**src/design/rx_filter_pkg.sv**
```systemverilog
// constants for the receive acceptance filter and packet status block
package rx_filter_pkg;
   // register byte addresses
   localparam logic [7:0] ADDR_RX_CFG_STATUS = 8'h0c;
   localparam logic [7:0] ADDR_STATION_LO    = 8'h40;
   localparam logic [7:0] ADDR_STATION_HI    = 8'h44;
   localparam logic [7:0] ADDR_HASH_LO       = 8'h48;
   localparam logic [7:0] ADDR_HASH_HI       = 8'h4c;
   localparam logic [7:0] ADDR_RING_PAGES    = 8'h50;
   localparam logic [7:0] ADDR_TALLIES       = 8'h54;
   // config bit positions
   localparam int CFG_SAVE_ERR  = 0;
   localparam int CFG_RUNT      = 1;
   localparam int CFG_BCAST     = 2;
   localparam int CFG_GROUP     = 3;
   localparam int CFG_ALL_UNI   = 4;
   localparam int CFG_LISTEN    = 5;
   localparam logic [7:0] CFG_RESET  = 8'h00;
   localparam logic [7:0] CFG_MASK   = 8'h3f;
   // status bit positions
   localparam int ST_INTACT   = 0;
   localparam int ST_CRC      = 1;
   localparam int ST_ALIGN    = 2;
   localparam int ST_OVERRUN  = 3;
   localparam int ST_MISSED   = 4;
   localparam int ST_GROUP    = 5;
   localparam int ST_RX_OFF   = 6;
   localparam int ST_DEFER    = 7;
   localparam logic [7:0] STATUS_RESET = 8'h00;
   // frame length limits in bytes; dribble limit in bits
   localparam logic [15:0] MIN_FRAME_BYTES = 16'd64;
   localparam logic [15:0] MIN_RUNT_BYTES  = 16'd8;
   localparam logic [2:0]  DRIBBLE_LIMIT   = 3'd6;
   // axi responses
   localparam logic [1:0] RESP_OKAY   = 2'b00;
   localparam logic [1:0] RESP_SLVERR = 2'b10;
endpackage : rx_filter_pkg

```
**src/design/receive_filter_and_status.sv**
```systemverilog
// receive acceptance filter, packet status and error tallies with axi4-lite registers
//
// Function
// - save-errored bit keeps crc/alignment errored frames
// - reject under 64 bytes; runts need 8
// - broadcast accepted only with broadcast bit
// - group address accepted via hash when enabled
// - unicast needs station match unless all-unicast
// - acceptance conditions are ORed together
// - listen-only checks, never stores, counts missed
// - offset 0c writes config, reads status
// - status written at frame end when stored
// - status cleared at each new frame
// - intact only when crc/align/overrun/missed clear
// - crc flag also on alignment; counts crc
// - alignment flag on dribble plus crc fail
// - fifo overflow sets overrun, aborts frame
// - missed on no buffers or listen-only
// - group flag: 0 station, 1 group
// - receiver-off flag follows listen-only mode
// - deferring flag follows carrier or collision
// - alignment-only error code never occurs
// - registers are eight bits wide
// - ring page registers hold bits 15-8
// - top six crc bits index 64-bit hash
// - station compare byte by byte, received order
`timescale 1ns/1ns
module receive_filter_and_status
   import rx_filter_pkg::*;
(
   input  wire logic        aclk,
   input  wire logic        aresetn,
   input  wire logic [7:0]  s_axi_awaddr,
   input  wire logic        s_axi_awvalid,
   output      logic        s_axi_awready,
   input  wire logic [31:0] s_axi_wdata,
   input  wire logic [3:0]  s_axi_wstrb,
   input  wire logic        s_axi_wvalid,
   output      logic        s_axi_wready,
   output      logic [1:0]  s_axi_bresp,
   output      logic        s_axi_bvalid,
   input  wire logic        s_axi_bready,
   input  wire logic [7:0]  s_axi_araddr,
   input  wire logic        s_axi_arvalid,
   output      logic        s_axi_arready,
   output      logic [31:0] s_axi_rdata,
   output      logic [1:0]  s_axi_rresp,
   output      logic        s_axi_rvalid,
   input  wire logic        s_axi_rready,
   input  wire logic        frame_start,
   input  wire logic        dest_byte_valid,
   input  wire logic [7:0]  dest_byte,
   input  wire logic [5:0]  dest_hash_index,
   input  wire logic        frame_end,
   input  wire logic [15:0] frame_length,
   input  wire logic        crc_bad,
   input  wire logic [2:0]  dribble_bits,
   input  wire logic        fifo_overflow,
   input  wire logic        no_rx_buffers,
   input  wire logic        carrier_or_collision,
   output      logic        frame_abort,
   output      logic        frame_store,
   output      logic        status_write,
   output      logic [7:0]  status_byte,
   output      logic        crc_error_inc,
   output      logic        align_error_inc,
   output      logic        missed_packet_inc
);
   logic [7:0]  cfg_reg;
   logic [7:0]  status_reg;
   logic [47:0] station_reg;
   logic [63:0] hash_reg;
   logic [7:0]  ring_first_page_reg;
   logic [7:0]  ring_last_page_reg;
   logic [7:0]  ring_boundary_page_reg;
   logic [2:0]  byte_idx_reg;
   logic        uni_match_reg;
   logic        bcast_reg;
   logic        group_reg;
   logic        hash_hit_reg;
   logic        in_frame_reg;
   logic        overrun_reg;
   logic [7:0]  crc_tally_reg;
   logic [7:0]  align_tally_reg;
   logic [7:0]  missed_tally_reg;
   logic        frame_abort_reg;
   logic        store_reg;
   logic        status_wr_reg;
   logic [7:0]  status_byte_reg;
   logic [2:0]  inc_reg;
   logic        car_s1_reg;
   logic        car_s2_reg;
   // axi slave: aw and w taken together, one transaction at a time
   logic        wr_go;
   logic        rd_go;
   logic [7:0]  rd_word;
   logic        rd_hit;
   assign wr_go         = s_axi_awvalid & s_axi_wvalid & ~s_axi_bvalid;
   assign rd_go         = s_axi_arvalid & ~s_axi_rvalid;
   assign s_axi_awready = wr_go;
   assign s_axi_wready  = wr_go;
   assign s_axi_arready = rd_go;
   function automatic logic wr_sel(input logic [7:0] a, input logic [7:0] want);
      wr_sel = (a == want);
   endfunction : wr_sel
   // config register is byte wide; only lane 0 of its word is live
   logic wr_lane0;
   logic wr_cfg;
   logic wr_ring;
   assign wr_lane0 = wr_go & s_axi_wstrb[0];
   assign wr_cfg   = wr_lane0 & wr_sel(s_axi_awaddr, ADDR_RX_CFG_STATUS);
   assign wr_ring  = wr_go & wr_sel(s_axi_awaddr, ADDR_RING_PAGES);
   logic aw_known;
   assign aw_known = wr_sel(s_axi_awaddr, ADDR_RX_CFG_STATUS)
                   | wr_sel(s_axi_awaddr, ADDR_STATION_LO) | wr_sel(s_axi_awaddr, ADDR_STATION_HI)
                   | wr_sel(s_axi_awaddr, ADDR_HASH_LO) | wr_sel(s_axi_awaddr, ADDR_HASH_HI)
                   | wr_sel(s_axi_awaddr, ADDR_RING_PAGES) | wr_sel(s_axi_awaddr, ADDR_TALLIES);
   // read side: 0c returns status, never config
   always_comb begin
      rd_hit  = 1'b1;
      rd_word = 8'h00;
      case (s_axi_araddr)
         ADDR_RX_CFG_STATUS : rd_word = status_reg;
         ADDR_RING_PAGES    : rd_word = ring_boundary_page_reg;
         ADDR_TALLIES       : rd_word = missed_tally_reg;
         ADDR_STATION_LO, ADDR_STATION_HI, ADDR_HASH_LO, ADDR_HASH_HI : rd_word = 8'h00;
         default            : rd_hit = 1'b0;
      endcase
   end
   always_ff @(posedge aclk) begin
      if (!aresetn) begin
         s_axi_bvalid <= 1'b0;
         s_axi_bresp  <= RESP_OKAY;
      end else if (wr_go) begin
         s_axi_bvalid <= 1'b1;
         s_axi_bresp  <= aw_known ? RESP_OKAY : RESP_SLVERR;
      end else if (s_axi_bready) begin
         s_axi_bvalid <= 1'b0;
      end
   end
   always_ff @(posedge aclk) begin
      if (!aresetn) begin
         s_axi_rvalid <= 1'b0;
         s_axi_rdata  <= 32'h0000_0000;
         s_axi_rresp  <= RESP_OKAY;
      end else if (rd_go) begin
         s_axi_rvalid <= 1'b1;
         s_axi_rdata  <= {24'h00_0000, rd_word};
         s_axi_rresp  <= rd_hit ? RESP_OKAY : RESP_SLVERR;
      end else if (s_axi_rready) begin
         s_axi_rvalid <= 1'b0;
      end
   end
   // station and hash bytes: each write strobe lane writes its own byte, except lanes 2-3 at station hi, which are ignored
   always_ff @(posedge aclk) begin
      if (!aresetn) begin
         cfg_reg     <= CFG_RESET;
         station_reg <= 48'h0000_0000_0000;
         hash_reg    <= 64'h0000_0000_0000_0000;
      end else begin
         if (wr_cfg)
            cfg_reg <= s_axi_wdata[7:0] & CFG_MASK;
         for (int b = 0; b < 4; b++) begin
            if (wr_go && s_axi_wstrb[b]) begin
               if (wr_sel(s_axi_awaddr, ADDR_STATION_LO))
                  station_reg[b*8 +: 8] <= s_axi_wdata[b*8 +: 8];
               if (wr_sel(s_axi_awaddr, ADDR_STATION_HI) && b < 2)
                  station_reg[32 + (b % 2)*8 +: 8] <= s_axi_wdata[b*8 +: 8];
               if (wr_sel(s_axi_awaddr, ADDR_HASH_LO))
                  hash_reg[b*8 +: 8] <= s_axi_wdata[b*8 +: 8];
               if (wr_sel(s_axi_awaddr, ADDR_HASH_HI))
                  hash_reg[32 + b*8 +: 8] <= s_axi_wdata[b*8 +: 8];
            end
         end
      end
   end
   // page registers only carry address bits 15..8
   always_ff @(posedge aclk) begin
      if (!aresetn) begin
         ring_first_page_reg    <= 8'h00;
         ring_last_page_reg     <= 8'h00;
         ring_boundary_page_reg <= 8'h00;
      end else if (wr_ring) begin
         if (s_axi_wstrb[0]) ring_first_page_reg    <= s_axi_wdata[7:0];
         if (s_axi_wstrb[1]) ring_last_page_reg     <= s_axi_wdata[15:8];
         if (s_axi_wstrb[2]) ring_boundary_page_reg <= s_axi_wdata[23:16];
      end
   end
   // address tracking while destination bytes arrive
   logic [7:0] station_byte;
   assign station_byte = station_reg[byte_idx_reg*8 +: 8];
   always_ff @(posedge aclk) begin
      if (!aresetn) begin
         byte_idx_reg  <= 3'd0;
         uni_match_reg <= 1'b0;
         bcast_reg     <= 1'b0;
         group_reg     <= 1'b0;
         hash_hit_reg  <= 1'b0;
         in_frame_reg  <= 1'b0;
         overrun_reg   <= 1'b0;
      end else if (frame_start) begin
         byte_idx_reg  <= 3'd0;
         uni_match_reg <= 1'b1;
         bcast_reg     <= 1'b1;
         group_reg     <= 1'b0;
         hash_hit_reg  <= 1'b0;
         in_frame_reg  <= 1'b1;
         // an overflow in the start cycle wins over the clear
         overrun_reg   <= fifo_overflow;
      end else begin
         if (dest_byte_valid && byte_idx_reg < 3'd6) begin
            byte_idx_reg  <= byte_idx_reg + 3'd1;
            uni_match_reg <= uni_match_reg & (dest_byte == station_byte);
            bcast_reg     <= bcast_reg & (dest_byte == 8'hff);
            if (byte_idx_reg == 3'd0)
               group_reg <= dest_byte[0];
            if (byte_idx_reg == 3'd5)
               hash_hit_reg <= hash_reg[dest_hash_index];
         end
         if (fifo_overflow && in_frame_reg)
            overrun_reg <= 1'b1;
         if (frame_end)
            in_frame_reg <= 1'b0;
      end
   end
   // acceptance decision at frame end
   logic       is_bcast;
   logic       is_mcast;
   logic       addr_ok;
   logic       len_ok;
   logic       align_err;
   logic       crc_err;
   logic       rx_err;
   logic       err_ok;
   logic       recognised;
   logic       missed;
   logic       keep;
   logic [7:0] status_next;
   assign is_bcast   = group_reg & bcast_reg;
   assign is_mcast   = group_reg & ~bcast_reg;
   assign addr_ok    = (is_bcast & cfg_reg[CFG_BCAST])
                     | (is_mcast & cfg_reg[CFG_GROUP] & hash_hit_reg)
                     | (~group_reg & (cfg_reg[CFG_ALL_UNI] | uni_match_reg));
   assign len_ok     = (frame_length >= MIN_FRAME_BYTES)
                     | (cfg_reg[CFG_RUNT] & (frame_length >= MIN_RUNT_BYTES));
   // dribble of six bits or more with bad crc is an alignment error
   assign align_err  = crc_bad & (dribble_bits >= DRIBBLE_LIMIT);
   assign crc_err    = crc_bad;
   assign rx_err     = crc_err | align_err;
   assign err_ok     = ~rx_err | cfg_reg[CFG_SAVE_ERR];
   assign recognised = addr_ok & len_ok & err_ok & ~overrun_reg;
   assign missed     = recognised & (no_rx_buffers | cfg_reg[CFG_LISTEN]);
   assign keep       = recognised & ~missed;
   always_comb begin
      status_next              = STATUS_RESET;
      status_next[ST_CRC]      = crc_err;
      status_next[ST_ALIGN]    = align_err;
      status_next[ST_OVERRUN]  = overrun_reg;
      status_next[ST_MISSED]   = missed;
      status_next[ST_GROUP]    = group_reg;
      status_next[ST_INTACT]   = ~(crc_err | align_err | overrun_reg | missed);
      status_next[ST_RX_OFF]   = cfg_reg[CFG_LISTEN];
      status_next[ST_DEFER]    = car_s2_reg;
   end
   always_ff @(posedge aclk) begin
      if (!aresetn) begin
         car_s1_reg <= 1'b0;
         car_s2_reg <= 1'b0;
      end else begin
         car_s1_reg <= carrier_or_collision;
         car_s2_reg <= car_s1_reg;
      end
   end
   always_ff @(posedge aclk) begin
      if (!aresetn) begin
         status_reg      <= STATUS_RESET;
         store_reg       <= 1'b0;
         status_wr_reg   <= 1'b0;
         status_byte_reg <= 8'h00;
         inc_reg         <= 3'b000;
         frame_abort_reg <= 1'b0;
      end else begin
         status_wr_reg   <= 1'b0;
         inc_reg         <= 3'b000;
         frame_abort_reg <= fifo_overflow & (in_frame_reg | frame_start);
         if (frame_start) begin
            status_reg <= STATUS_RESET;
            store_reg  <= 1'b0;
         end else if (frame_end && in_frame_reg) begin
            status_reg      <= status_next;
            store_reg       <= keep;
            status_wr_reg   <= keep;
            status_byte_reg <= status_next;
            // alignment errors also count in the crc tally
            inc_reg <= {missed, {align_err, crc_err} & {2{~overrun_reg}}};
         end else begin
            status_reg[ST_RX_OFF] <= cfg_reg[CFG_LISTEN];
            status_reg[ST_DEFER]  <= car_s2_reg;
         end
      end
   end
   // local copies of the tallies; saturate rather than wrap
   always_ff @(posedge aclk) begin
      if (!aresetn) begin
         crc_tally_reg    <= 8'h00;
         align_tally_reg  <= 8'h00;
         missed_tally_reg <= 8'h00;
      end else begin
         if (inc_reg[0] && crc_tally_reg != 8'hff)    crc_tally_reg    <= crc_tally_reg + 8'h01;
         if (inc_reg[1] && align_tally_reg != 8'hff)  align_tally_reg  <= align_tally_reg + 8'h01;
         if (inc_reg[2] && missed_tally_reg != 8'hff) missed_tally_reg <= missed_tally_reg + 8'h01;
      end
   end
   assign frame_abort       = frame_abort_reg;
   assign frame_store       = store_reg;
   assign status_write      = status_wr_reg;
   assign status_byte       = status_byte_reg;
   assign crc_error_inc     = inc_reg[0];
   assign align_error_inc   = inc_reg[1];
   assign missed_packet_inc = inc_reg[2];
   property p_cfg_write;
      @(posedge aclk) disable iff (!aresetn)
      wr_cfg |=> cfg_reg == ($past(s_axi_wdata[7:0]) & CFG_MASK);
   endproperty
   a_cfg_write: assert property (p_cfg_write) else $error("config write lost");
   property p_status_clear;
      @(posedge aclk) disable iff (!aresetn)
      frame_start |=> status_reg == STATUS_RESET;
   endproperty
   a_status_clear: assert property (p_status_clear) else $error("status not cleared");
   property p_intact;
      @(posedge aclk) disable iff (!aresetn)
      status_wr_reg |-> status_byte_reg[ST_INTACT] == ~|status_byte_reg[ST_MISSED:ST_CRC];
   endproperty
   a_intact: assert property (p_intact) else $error("intact flag wrong");
   property p_no_align_only;
      @(posedge aclk) disable iff (!aresetn)
      status_reg[ST_ALIGN] |-> status_reg[ST_CRC];
   endproperty
   a_no_align_only: assert property (p_no_align_only) else $error("align without crc");
   property p_listen_no_store;
      @(posedge aclk) disable iff (!aresetn)
      (frame_end && in_frame_reg && cfg_reg[CFG_LISTEN]) |=> !status_write && !frame_store;
   endproperty
   a_listen_no_store: assert property (p_listen_no_store) else $error("stored in listen");
   property p_err_drop;
      @(posedge aclk) disable iff (!aresetn)
      (frame_end && in_frame_reg && crc_bad && !cfg_reg[CFG_SAVE_ERR]) |=> !status_write;
   endproperty
   a_err_drop: assert property (p_err_drop) else $error("errored frame kept");
   property p_runt;
      @(posedge aclk) disable iff (!aresetn)
      (frame_end && in_frame_reg && frame_length < MIN_RUNT_BYTES) |=> !frame_store;
   endproperty
   a_runt: assert property (p_runt) else $error("tiny frame kept");
   property p_unmatched;
      @(posedge aclk) disable iff (!aresetn)
      (frame_end && in_frame_reg && !addr_ok) |=> !missed_packet_inc && !status_write;
   endproperty
   a_unmatched: assert property (p_unmatched) else $error("unmatched frame acted on");
   property p_rx_off;
      @(posedge aclk) disable iff (!aresetn)
      (!frame_start && !frame_end) |=> status_reg[ST_RX_OFF] == $past(cfg_reg[CFG_LISTEN]);
   endproperty
   a_rx_off: assert property (p_rx_off) else $error("receiver off flag stale");
endmodule : receive_filter_and_status

```
**config.mk**
```make
export PLATFORM = sky130hd
export DESIGN_NAME = receive_filter_and_status
export DESIGN_NICKNAME = d
export VERILOG_FILES = /design/src/design/rx_filter_pkg.sv /design/src/design/receive_filter_and_status.sv
export SDC_FILE = /design/constraint.sdc
export NUM_CORES = 1
export LEC_CHECK = 0
export ABC_AREA = 1
export ABC_CLOCK_PERIOD_IN_PS = 1400
export BUFFER_PORTS_ARGS = -buffer_cell sky130_fd_sc_hd__buf_2
export CAP_MARGIN = 20
export CORE_MARGIN = 2
export CORE_UTILIZATION = 50
export DETAILED_ROUTE_END_ITERATION = 8
export PLACE_DENSITY = 0.76
export SYNTH_ARGS = -nofsm -noshare
export SYNTH_HDL_FRONTEND = slang
export SYNTH_SLANG_ARGS = --single-unit
export TNS_END_PERCENT = 100
```
**constraint.sdc**
```tcl
create_clock -name aclk -period 1.4 [get_ports aclk]
set_input_delay 0.14 -clock aclk [delete_from_list [all_inputs] [get_ports aclk]]
set_output_delay 0.14 -clock aclk [all_outputs]
set_load 0.05 [all_outputs]
```
# == After elaboration in Yosys (flattened, before gate mapping) ==
# Cells that the tools add are included.
# totals
inputBits,99
out_inout_bits,55
ff_bits,181
word_cells,167
# classes
n_eq_ne,18
addsub,2
n_reduce_logical,35
n_bitwise,50
n_shift,1
muxes,18
order_cmp,5
# op_table
cell,count
"8-bit by 7-bit == test with 1-bit output, second input constant",12
48-bit by 7-bit variable part select with 8-bit output,1
2-bit AND reduction,18
8-bit case mux with 3 select lines,1
1-bit bitwise AND,22
"8-bit by 4-bit == test with 1-bit output, second input constant",2
"16-bit by 4-bit greater-or-equal comparator with 1-bit output, second input constant",1
"16-bit by 7-bit greater-or-equal comparator with 1-bit output, second input constant",1
1-bit OR,16
1-bit 2-to-1 mux,14
1-bit NOT,11
2-bit nonzero test,5
"8-bit by 1-bit adder with 8-bit output, second input constant",1
8-bit == test,1
"8-bit == test, second input constant",1
1-bit logical AND,8
"8-bit inequality test, second input constant",1
"6-bit by 7-bit < comparator with 1-bit output, second input constant",1
7-bit OR reduction,1
1-bit binary-select mux with 6-bit select,1
2-bit 2-to-1 mux,2
"3-bit by 1-bit adder with 3-bit output, second input constant",1
"3-bit == test, second input constant",1
"3-bit greater-or-equal comparator, second input constant",1
5 further kinds,5

# == Logic depth before layout (Yosys ltp) ==
# Gate-level depths: netlist (run 1).
# depth
depth_word,12
mapped_depth,16
depth_no_buf,15

# == Worst setup path before layout (run 1) ==
# OpenSTA, ideal clock, no wires.
# synth_path
path_kind,register -> register
start,reg s_axi_rvalid
end,reg s_axi_rdata[0]
setup_time_ns,0.132
period_less_slack_ns,2.046
t_arrival_ns,1.913
setup_slack_ns,-0.646
n_path_buf,1
stages_incl_launch_ff,6
t_required_ns,1.268
path_cell_list,dfxtp_1 -> nor2_1 -> inv_1 -> clkbuf_1 -> nand2_1 -> a21oi_1
# synth_between
elab_chain_cells,2
# synth_lines
element,line_no,text
start: declaration,receive_filter_and_status.sv:48,"output logic s_axi_rvalid,"
start signal: assignment,receive_filter_and_status.sv:143,s_axi_rvalid <= 1'b0;
start signal: assignment,receive_filter_and_status.sv:147,s_axi_rvalid <= 1'b1;
start signal: assignment,receive_filter_and_status.sv:151,s_axi_rvalid <= 1'b0;
1-bit NOT,receive_filter_and_status.sv:99,assign rd_go = s_axi_arvalid & ~s_axi_rvalid;
1-bit bitwise AND,receive_filter_and_status.sv:99,
named net s_axi_arready,receive_filter_and_status.sv:45,"output logic s_axi_arready,"
end signal: assignment,receive_filter_and_status.sv:148,"s_axi_rdata <= {24'h00_0000, rd_word};"
end: declaration,receive_filter_and_status.sv:46,"output logic [31:0] s_axi_rdata,"
# The timed path passes the listed nets, and every way through them passes these cells.
# A chain may end at the register's enable or synchronous reset.

# == Worst setup path after layout (run 1) ==
# layout_path
start,reg byte_idx_reg[0]
end,reg uni_match_reg
# layout_between
elab_chain_cells,5
# layout_lines
element,line_no,text
start: declaration,receive_filter_and_status.sv:76,logic [2:0] byte_idx_reg;
start signal: assignment,receive_filter_and_status.sv:212,byte_idx_reg <= byte_idx_reg + 3'd1;
48-bit by 7-bit variable part select with 8-bit output,receive_filter_and_status.sv:191,assign station_byte = station_reg[byte_idx_reg*8 +: 8];
8-bit == test,receive_filter_and_status.sv:213,uni_match_reg <= uni_match_reg & (dest_byte == station_byte);
1-bit bitwise AND,receive_filter_and_status.sv:213,
1-bit 2-to-1 mux,receive_filter_and_status.sv:211,if (dest_byte_valid && byte_idx_reg < 3'd6) begin
1-bit 2-to-1 mux,receive_filter_and_status.sv:201,end else if (frame_start) begin
end signal: assignment,receive_filter_and_status.sv:213,
end: declaration,receive_filter_and_status.sv:77,logic uni_match_reg;
# Parallel ways exist; a longest one is shown, timed or not. The select of a mux whose other input is x is not followed.

==> results of run 1 <==
routing by layer:
metal  GRT usage (%)  vias to the layer above  wire length [um]
met3            3.92                       62              1590
met5               0                        -                 0
met2            44.6                      363             12200
met1            34.9                     3925             10700
li1                -                     4112                 -
met4            9.72                        0               788
layout make-up:
cell class / instances / area share, %
multi-input combinational: 757 / 38.8
sequential: 179 / 31.1
timing repair buffer: 259 / 18.1
inverter: 127 / 4.31
clock buffer: 17 / 3.68
tap: 216 / 2.33
clock inverter: 15 / 1.59
timing repair inverter: 1 / 0.0540
through the flow:
step	TNS [ps]	hold slack [ps]	total power [mW]	cell area (um^2)	instances
floorplan	-19750	234	5.99	8630	1137
global placement	-2620	350	6.35	9780	1484
detailed placement	-5770	348	6.36	9780	1484
CTS	-479	3.65	11.2	10700	1538
global route	-4680	19.1	11.7	11600	1571
finish	-1540	24.7	11.3	11600	1571
worst min path at each step:
stage	startpoint	to	slack [ps]
2_1_floorplan	frame_end	in_frame_reg	230
3_3_place_gp	frame_end	in_frame_reg	350
3_5_place_dp	frame_end	in_frame_reg	350
4_1_cts	s_axi_wdata[12]	hash_reg[44]	4
5_1_grt	s_axi_wdata[12]	hash_reg[44]	20
6_report	s_axi_wdata[12]	hash_reg[44]	20
timing repair:
action	CTS	global route
hold endpoints to repair	19	0
resized for setup	58	143
endpoints found under the setup margin	9	79
pin swaps	8	50
buffers inserted	5	26
hold buffers	16	0
cloned	1	8
where the power goes:
group	internal (mW)	switching [mW]	total [mW]
Clock	2.43	2.41	4.84
Sequential	5.11	0.0244	5.14
Combinational	0.454	0.870	1.32
cells in the final DEF (no fill, tap or decap), types with 15 or more instances in the layout:
| cell type | netlist | final |
|---|---|---|
| buf_12 | 0 | 15 |
| o21ai_0 | 165 | 88 |
| dlygate4sd3_1 | 0 | 16 |
| nor2_4 | 14 | 20 |
| clkbuf_16 | 0 | 23 |
| nand3_1 | 33 | 24 |
| o21ai_2 | 0 | 30 |
| nor2_1 | 138 | 128 |
| a21oi_2 | 0 | 47 |
| o22ai_1 | 23 | 22 |
| nand2_2 | 4 | 24 |
| o21ai_1 | 0 | 45 |
| dfxtp_1 | 179 | 168 |
| inv_1 | 117 | 107 |
| a21oi_1 | 107 | 60 |
| buf_4 | 34 | 81 |
| buf_2 | 8 | 120 |
| conb_1 | 1 | 26 |
| nand2_1 | 166 | 135 |
| a211oi_2 | 4 | 24 |
cells by family (layout without fill, tap and decap cells):
| kind of cell | after synthesis | in the layout | synth area share, % |
|---|---|---|---|
| adders and majority gates | 4 | 4 | 0.613 |
| DFF | 179 | 179 | 43.9 |
| and+or+nand+nor | 386 | 387 | 21.2 |
| buffers and inverters | 202 | 419 | 11.3 |
| AOI/OAI and AO/OA | 340 | 340 | 22.9 |
| other | 1 | 26 | 0.0460 |
critical path, stage by stage, from the launching register on:
cell and delay, ps:
dfxtp_4 440, inv_8 70, clkbuf_16 160, nand2_1 70, nand2_1 60, nand2_1 70
nand2_1 60, nand2_1 80, nand3b_1 80, nand2_1 70, nand2_1 50, nor2_1 100
nand2_1 60, nand2_1 60, nand2_1 60, a21oi_2 120
==> out/metrics.yaml, run 1 <==
critical_path:
  critical_path_class: "reg -> reg"
  worstSetupStartpoint: "byte_idx_reg[0]"
  crit_required_ps: 1780
  r2r_start: "byte_idx_reg[0]"
  critPathLaunchType: "flip-flop"
  r2r_cells: 15
  r2r_slack_ps: -260
  cp.arrival_ps: 2040
  endpoint_kind: "flip-flop"
  r2r-end: "uni_match_reg"
  crit_end: "uni_match_reg"
  critPathMaxFanout: 6
finish:
  multi_input_area_um2: 4490
  largest_reg_flops: 64
  diodes: 0
  drive_above_1_share_pct: 36.2
  finalNetCount: 1445
  seq_area_um2: 3600
  nFillCells: 1138
  fin_util_pct: 72.6
  areaGrowthSynthToFinish_pct: 41.8
cts:
  cts_tree: "done"
  clk_latency_ps: 440
  clockRootBuffer: "clkbuf_16"
  clk_path_buf_depth: 2
  clk_pin_slew_worst_paths_ps: 80
  cts_buffers: 17
  h-tree-depth: 4
  cts_sinks: 179
placed_design:
  portBuffers: 123
  gp_congestion: 0.877
  place_ws_ps: -126
  hpwl_um: 16100
grt:
  grt_pass1_wl_um: 37200
  grt_max_degree: 75
  antenna_found_initial: 0
  grt_pass1_vias: 7592
  grt.overflow.total: 0
  grt_usage_pct: 26.6
floorplanning:
  core_um2: 15900
  dieArea_um2: 17400
  placementRows: 46
  ios: 154
  start_util_pct: 51.2
  die_y_um: 132
  die_w_um: 132
pwr:
  p_per_area_nw_per_um2: 976
  peakVddDrop_mv: 0.873
  p_leak_nw: 4.94
sta:
  fin_ws_ps: -262
  max_clock_freq_mhz: 602
  period_minus_slack_ps: 1660
  skew_ps: 7.53
  rsz0062_at_grt: "yes"
  worstMarginPinSlew_ps: 541
  hold_viol_final: 0
  setup_viol: 36
  fin_crit_sh_pct: 119
  relSlewSlack_pct: 63.9
  report.final.slew_viol_count: 0
logic_synthesis:
  synthFlopType: "dfxtp_1"
  synth_largest_area_cell: "dfxtp_1"
  async_reset_ff_share_pct: 0
  synth_cells: 1112
  ys_seq_area_share_pct: 43.9
  synth.top_cells.by_count: "dfxtp_1, nand2_1, o21ai_0"
  synth_area_leaders: "dfxtp_1, o21ai_0, nand2_1"
  ys_ff_latch: 179
  yosysMostFrequentCell: "dfxtp_1"
  synth-edff-count: 0
  syn_avg_cell_area_um2: 7.34
  synth_top_area_share_pct: 43.9
  synth_cell_type_count: 37
  netlist_area_um2: 8160
  yosys_warnings: 0
detailed_routing:
  antenna_left: 0
  first_iter_violations: 738
  drc_errors: 0
  avgViaCountPerCell: 5.39
  dr.pass1.iters: 5
  wl_per_cell_um: 16.1
  routed_wl_um: 25200
  vias: 8462
status:
  violations: "setup timing"
  status: "complete, but fails checks"
worst_hold_path:
  holdPathStages: 3
  hold_path.class: "in -> reg"
flow_run:
  maxCapViolCount: 0
No activity file was read; power rests on OpenSTA's default activity.
==> run 2, diff against run 1 <==
--- a/config.mk
+++ b/config.mk
@@ -9,11 +9,11 @@
 export ABC_CLOCK_PERIOD_IN_PS = 1400
 export BUFFER_PORTS_ARGS = -buffer_cell sky130_fd_sc_hd__buf_2
 export CAP_MARGIN = 20
-export CORE_MARGIN = 2
 export CORE_UTILIZATION = 50
 export DETAILED_ROUTE_END_ITERATION = 8
+export HOLD_SLACK_MARGIN = 0.05
 export PLACE_DENSITY = 0.76
 export SYNTH_ARGS = -nofsm -noshare
 export SYNTH_HDL_FRONTEND = slang
 export SYNTH_SLANG_ARGS = --single-unit
-export TNS_END_PERCENT = 100
+export TNS_END_PERCENT = 30
==> run 2 against run 1 <==
The run still ends with setup timing left. Worst setup slack better by 23 ps. Critical endpoint unchanged. Cell count is 1.2% lower. Hold slack better by 34 ps. Sequential share of layout area is 1.7 points higher. Sequential power hardly changed. Combinational power is 5% lower.
==> out/metrics.yaml, run 2 (synthesized netlist as in run 1, its figures left out) <==
status:
  status: "complete, but fails checks"  # unchanged
  violations: "setup timing"  # unchanged
placed_design:
  hpwl_um: 15600  # was 16100 um
  gp_congestion: 0.860  # was 0.877
  portBuffers: 123  # unchanged
  place_ws_ps: -249  # was -126 ps
pwr:
  p_per_area_nw_per_um2: 1060  # was 976 nW/um^2
  peakVddDrop_mv: 0.850  # was 0.873 mV
  p_leak_nw: 4.77  # was 4.94 nW
  power_frac_clock_pct: 44.8  # was 42.8%
  power_mw: 11.6  # was 11.3 mW
  internal_power_mw: 8.74  # was 8.00 mW
  p_sw_share_pct: 24.5  # was 29.3%
  p_switching_mw: 2.84  # was 3.31 mW
  p_seq_share_pct: 44.4  # was 45.5%
  p_comb_share_pct: 10.8  # was 11.7%
detailed_routing:
  routed_wl_um: 24300  # was 25200 um
  vias: 8340  # was 8462
  first_iter_violations: 782  # was 738
  antenna_left: 0  # unchanged
  drc_errors: 0  # unchanged
  avgViaCountPerCell: 5.37  # was 5.39
  dr.pass1.iters: 5  # unchanged
  wl_per_cell_um: 15.7  # was 16.1 um
critical_path:
  critPathLaunchType: "flip-flop"  # unchanged
  r2r_start: "byte_idx_reg[0]"  # unchanged
  critPathMaxFanout: 6  # unchanged
  endpoint_kind: "flip-flop"  # unchanged
  crit_required_ps: 1760  # was 1780 ps
  r2r-end: "uni_match_reg"  # unchanged
  worstSetupStartpoint: "byte_idx_reg[0]"  # unchanged
  cp.arrival_ps: 2000  # was 2040 ps
  critical_path_class: "reg -> reg"  # unchanged
  r2r_slack_ps: -240  # was -260 ps
  r2r_cells: 15  # unchanged
sta:
  rsz0062_at_grt: "yes"  # unchanged
  report.final.slew_viol_count: 0  # unchanged
  max_clock_freq_mhz: 610  # was 602 MHz
  setup_viol: 25  # was 36
  worstMarginPinSlew_ps: 505  # was 541 ps
  hold_viol_final: 0  # unchanged
  skew_ps: 5.27  # was 7.53 ps
  fin_crit_sh_pct: 117  # was 119%
  relSlewSlack_pct: 66.3  # was 63.9%
  period_minus_slack_ps: 1640  # was 1660 ps
  fin_ws_ps: -239  # was -262 ps
finish:
  finalNetCount: 1428  # was 1445
  areaGrowthSynthToFinish_pct: 34.3  # was 41.8%
  diodes: 0  # unchanged
  final_cell_mix: "dfxtp_1, nand2_1, nor2_1"  # unchanged
  largest_reg_flops: 64  # unchanged
  drive_above_1_share_pct: 26.7  # was 36.2%
  layout_commonest_cell: "dfxtp_1"  # unchanged
floorplanning:
  placementRows: 46  # unchanged
  dieArea_um2: 16800  # was 17400 um^2
  ios: 154  # unchanged
  die_y_um: 130  # was 132 um
  die_w_um: 130  # was 132 um
  core_um2: 15900  # about the same
  start_util_pct: 51.4  # was 51.2%
grt:
  antenna_found_initial: 0  # unchanged
  grt_pass1_wl_um: 35900  # was 37200 um
  grt_max_degree: 101  # was 75
  grt.overflow.total: 0  # unchanged
  grt_pass1_vias: 7385  # was 7592
  grt_usage_pct: 27.4  # was 26.6%
cts:
  clk_latency_ps: 430  # was 440 ps
  cts_tree: "done"  # unchanged
  clk_path_buf_depth: 2  # unchanged
  cts_sinks: 179  # unchanged
  clockRootBuffer: "clkbuf_16"  # unchanged
  clk_pin_slew_worst_paths_ps: 70  # was 80 ps
  cts_buffers: 17  # unchanged
  h-tree-depth: 4  # unchanged
worst_hold_path:
  holdPathStages: 3  # unchanged
  hold_end: "station_reg[39]"  # was hash_reg[44]
  min_from: "s_axi_wdata[7]"  # was s_axi_wdata[12]
  hold_path.class: "in -> reg"  # unchanged
flow_run:
  maxCapViolCount: 0  # unchanged
==> run 2: cell count changes in the layout (fill, tap and decap cells not counted), sizes merged <==
cell / before / now
dlygate4sd3: 16 / 32
nor2: 156 / 155
clkinv: 8 / 0
bufinv: 0 / 4
buf: 237 / 208
clkinvlp: 0 / 4
inv: 135 / 129
clkbuf: 23 / 24
==> run 2: metal layers <==
metal | wire length, um | vias up | global-route usage (%) | share of wire, %
li1 | - | 4086 | - | -
met1 | 10000 | 3887 | 33.2 | 41
met2 | 12300 | 322 | 48.8 | 51
met3 | 1410 | 45 | 5.21 | 5.8
met4 | 546 | 0 | 9.17 | 2.2
met5 | 0 | - | 0 | 0
==> run 2: area by class of cell <==
type | count | area, um^2
repair buffers | 244 | 1870
clock inverters | 10 | 170
multi-input cells | 756 | 4070
inverters | 127 | 497
fillers | 1280 | 4920
flip-flops and latches | 179 | 3600
well taps | 216 | 270
clock buffers | 20 | 478
==> run 2: power groups by stage <==
| stage | Combinational (mW) | Sequential (mW) | Clock, mW |
|---|---|---|---|
| after CTS | 1.15 | 5.14 | 5.22 |
| after detailed placement | 1.07 | 5.25 | 0 |
| after floorplan | 0.674 | 5.29 | 0 |
| final | 1.25 | 5.14 | 5.18 |
| after global placement | 1.06 | 5.25 | 0 |
| after global routing | 1.34 | 5.14 | 5.47 |
==> run 2: worst max-delay path by stage <==
| stage | end | slack (ps) | cells past startpoint |
|---|---|---|---|
| final | uni_match_reg | -240 | 15 |
| after global routing | uni_match_reg | -360 | 15 |
| after CTS | uni_match_reg | -150 | 14 |
| after detailed placement | missed_tally_reg[7] | -250 | 12 |
| after global placement | station_reg[41] | -160 | 10 |
| after floorplan | cfg_reg[1] | -290 | 6 |
==> run 2: critical path, stage by stage, from the launching register on <==
cell and delay [ps]:
dfxtp_4 430, inv_6 70, clkbuf_16 150, nand2_1 50
nand2_1 50, nand2_1 70, nand2_1 50, nand2_1 80
nand3b_1 100, nand2_1 90, nand2_1 50, nor2_1 90
nand2_1 70, nand2_2 80, nand2_2 50, a21oi_2 100
==> run 2: timing repair <==
| action | 4_1_cts | 5_1_grt |
|---|---|---|
| pin swaps | 5 | 32 |
| buffers inserted | 3 | 17 |
| gates cloned | 0 | 5 |
| setup endpoints to repair | 15 | 91 |
| hold endpoints to repair | 63 | 0 |
| hold buffers | 32 | 0 |
| gates resized for setup | 28 | 155 |
==> run 2: per-stage QoR <==
step | hold WS, ps | std cells | area (um^2) | utilization, % | TNS, ps
6_report | 58.9 | 1552 | 11000 | 69.0 | -1610
3_5_place_dp | 335 | 1467 | 9370 | 59.0 | -11190
4_1_cts | 56.3 | 1532 | 10400 | 65.7 | -584
3_3_place_gp | 329 | 1467 | 9370 | 59.0 | -8050
5_1_grt | 54.0 | 1552 | 11000 | 69.0 | -6480
2_1_floorplan | 234 | 1137 | 8380 | - | -21000
==> run 3, diff against run 2 <==
--- a/config.mk
+++ b/config.mk
@@ -9,10 +9,10 @@
 export ABC_CLOCK_PERIOD_IN_PS = 1400
 export BUFFER_PORTS_ARGS = -buffer_cell sky130_fd_sc_hd__buf_2
 export CAP_MARGIN = 20
-export CORE_UTILIZATION = 50
+export CORE_UTILIZATION = 45
 export DETAILED_ROUTE_END_ITERATION = 8
 export HOLD_SLACK_MARGIN = 0.05
-export PLACE_DENSITY = 0.76
+export PLACE_DENSITY = 0.7
 export SYNTH_ARGS = -nofsm -noshare
 export SYNTH_HDL_FRONTEND = slang
 export SYNTH_SLANG_ARGS = --single-unit
==> run 3 against run 2 <==
The run still ends with setup timing left. Clock-buffer cell count is 3 lower. Design area rose by 0.21%. Utilization fell by 6.2 points. Clock skew up 4.2 ps. Sequential power hardly changed. Worst setup slack better by 13 ps. Wire length shrank 1.3%. First-iteration DRC count shrank 35%. Sequential share of layout area shrank 0.10 points. Maximum frequency rose by 0.78%. Combinational power barely moved. Highest routed layer unchanged.
==> out/metrics.yaml, run 3 (synthesized netlist as in run 1, its figures left out) <==
status:
  status: "complete, but fails checks"  # unchanged
  violations: "setup timing"  # unchanged
detailed_routing:
  vias: 8145  # was 8340
  wl_per_cell_um: 15.3  # was 15.7 um
  routed_wl_um: 24000  # was 24300 um
  avgViaCountPerCell: 5.18  # was 5.37
  first_iter_violations: 506  # was 782
  drc_errors: 0  # unchanged
  dr.pass1.iters: 5  # unchanged
  antenna_left: 0  # unchanged
cts:
  h-tree-depth: 4  # unchanged
  clk_latency_ps: 440  # was 430 ps
  clockRootBuffer: "clkbuf_16"  # unchanged
  clk_path_buf_depth: 2  # unchanged
  clk_pin_slew_worst_paths_ps: 70  # about the same
  cts_sinks: 179  # unchanged
  cts_tree: "done"  # unchanged
  cts_buffers: 17  # unchanged
critical_path:
  r2r-end: "uni_match_reg"  # unchanged
  crit_required_ps: 1780  # was 1760 ps
  cp_top_family: "simple AND/OR/NAND/NOR gates"  # unchanged
  worstSetupStartpoint: "byte_idx_reg[0]"  # unchanged
  crit_top_cell: "nand2_1"  # unchanged
  critical_path_class: "reg -> reg"  # unchanged
  slowest_stage: "dfxtp_4"  # unchanged
  critPathLaunchType: "flip-flop"  # unchanged
  cp.arrival_ps: 2010  # was 2000 ps
  max_stage_delay_ps: 380  # was 430 ps
  worstSetupPathDepth: 16  # was 15
  worstPathCellList: "inv_8, buf_12, nand2_2, nand2_2, nand2_1, nand2_1, nand2_1, nand2_1, nand2_1, nand2_1, nand2_1, nor2_1, nand2_1, nand2_2, nand2_2, a21oi_2"  # was inv_6, clkbuf_16, nand2_1, nand2_1, nand2_1, nand2_1, nand2_1, nand3b_1, nand2_1, nand2_1, nor2_1, nand2_1, nand2_2, nand2_2, a21oi_2
  endpoint_kind: "flip-flop"  # unchanged
  critPathMaxFanout: 6  # unchanged
  crit_end: "uni_match_reg"  # unchanged
  r2r_slack_ps: -230  # was -240 ps
  path_buf_inv: 2  # unchanged
  r2r_start: "byte_idx_reg[0]"  # unchanged
  r2r_cells: 16  # was 15
finish:
  areaGrowthSynthToFinish_pct: 34.6  # was 34.3%
  layout_commonest_cell: "dfxtp_1"  # unchanged
  finalNetCount: 1437  # was 1428
  final_cell_mix: "dfxtp_1, o21ai_0, nand2_1"  # was dfxtp_1, nand2_1, nor2_1
  largest_reg_flops: 64  # unchanged
  diodes: 0  # unchanged
  fin_area_um2: 11000  # about the same
  drive_above_1_share_pct: 27.5  # was 26.7%
  nFillCells: 1520  # was 1280
sta:
  setup_viol: 15  # was 25
  worstMarginPinSlew_ps: 524  # was 505 ps
  relSlewSlack_pct: 64.9  # was 66.3%
  hold_viol_final: 0  # unchanged
  report.final.slew_viol_count: 0  # unchanged
  max_clock_freq_mhz: 615  # was 610 MHz
  fin_setup_tns_ps: -854  # was -1610 ps
  fin_crit_sh_pct: 116  # was 117%
  period_minus_slack_ps: 1630  # was 1640 ps
  skew_ps: 9.42  # was 5.27 ps
  rsz0062_at_grt: "yes"  # unchanged
  fin_ws_ps: -227  # was -239 ps
pwr:
  p_leak_nw: 4.77  # about the same
  p_seq_share_pct: 45.6  # was 44.4%
  p_comb_share_pct: 11.1  # was 10.8%
  power_mw: 11.3  # was 11.6 mW
  p_switching_mw: 3.15  # was 2.84 mW
  p_per_area_nw_per_um2: 1030  # was 1060 nW/um^2
  power_frac_clock_pct: 43.3  # was 44.8%
  internal_power_mw: 8.11  # was 8.74 mW
  p_sw_share_pct: 28.0  # was 24.5%
  peakVddDrop_mv: 0.884  # was 0.850 mV
grt:
  grt_usage_pct: 25.0  # was 27.4%
  grt_max_degree: 101  # unchanged
  grt_pass1_wl_um: 35800  # was 35900 um
  grt.overflow.total: 0  # unchanged
  grt_pass1_vias: 7290  # was 7385
  antenna_found_initial: 0  # unchanged
flow_run:
  maxCapViolCount: 0  # unchanged
floorplanning:
  start_util_pct: 46.7  # was 51.4%
  ios: 154  # unchanged
  core_um2: 17500  # was 15900 um^2
  placementRows: 48  # was 46
  dieArea_um2: 18700  # was 16800 um^2
  die_w_um: 137  # was 130 um
  die_y_um: 137  # was 130 um
placed_design:
  placed_cell_area_um2: 9370  # about the same
  gp_congestion: 0.899  # was 0.860
  hpwl_um: 16100  # was 15600 um
  portBuffers: 123  # unchanged
worst_hold_path:
  min_from: "dest_byte[0]"  # was s_axi_wdata[7]
  hold_path.class: "in -> reg"  # unchanged
run 3: cell type report:
cell class              instances  area, um^2  share of cell area, %
repair buffers                249        1870                   17.0
inverters                     127         487                   4.43
clock inverters                15         181                   1.65
multi-input cells             760        4140                   37.7
well taps                     225         282                   2.56
clock buffers                  17         425                   3.87
flip-flops and latches        179        3600                   32.8
run 3: how the worst min path moves through the flow:
stage                            endpoint  slack, ps  cells after the start
after global placement         car_s1_reg        330                      3
after global routing      station_reg[22]         70                      3
after CTS                    hash_reg[22]         50                      3
after detailed placement       car_s1_reg        330                      3
final                           group_reg         70                      3
after floorplan              in_frame_reg        230                      1
run 3: through the flow:
step	worst slack, ps	hold WS [ps]	utilization [%]	cells
3_5_place_dp	-274	329	53.6	1475
2_1_floorplan	-286	234	-	1137
6_report	-227	70.2	62.8	1572
3_3_place_gp	-274	325	53.6	1475
4_1_cts	-166	53.0	60.2	1546
5_1_grt	-328	71.6	62.8	1572
run 3: power by group through the flow:
stage	combinational (mW)	clock, mW	sequential, mW
floorplan	0.674	0	5.29
global placement	1.07	0	5.25
detailed placement	1.07	0	5.25
CTS	1.18	4.92	5.14
global route	1.35	5.18	5.14
finish	1.25	4.87	5.14
run 3: tightest hold or removal path, cell delays in order:
cell     delay [ps]
buf_2           140
o21ai_0          90
a21oi_1         100
run 3: metal layers:
layer / routed length [um] / track usage (%)
met2: 11700 / 42.2
met3: 1340 / 5.48
met4: 373 / 8.46
met5: 0 / 0
met1: 10600 / 31.3
run 3: timing repair:
action	4_1_cts	5_1_grt
resized for setup	53	71
pin swaps	11	36
cloned	1	7
endpoints found under the hold margin	84	0
endpoints found under the setup margin	20	108
setup buffers	3	20
hold buffers	35	0
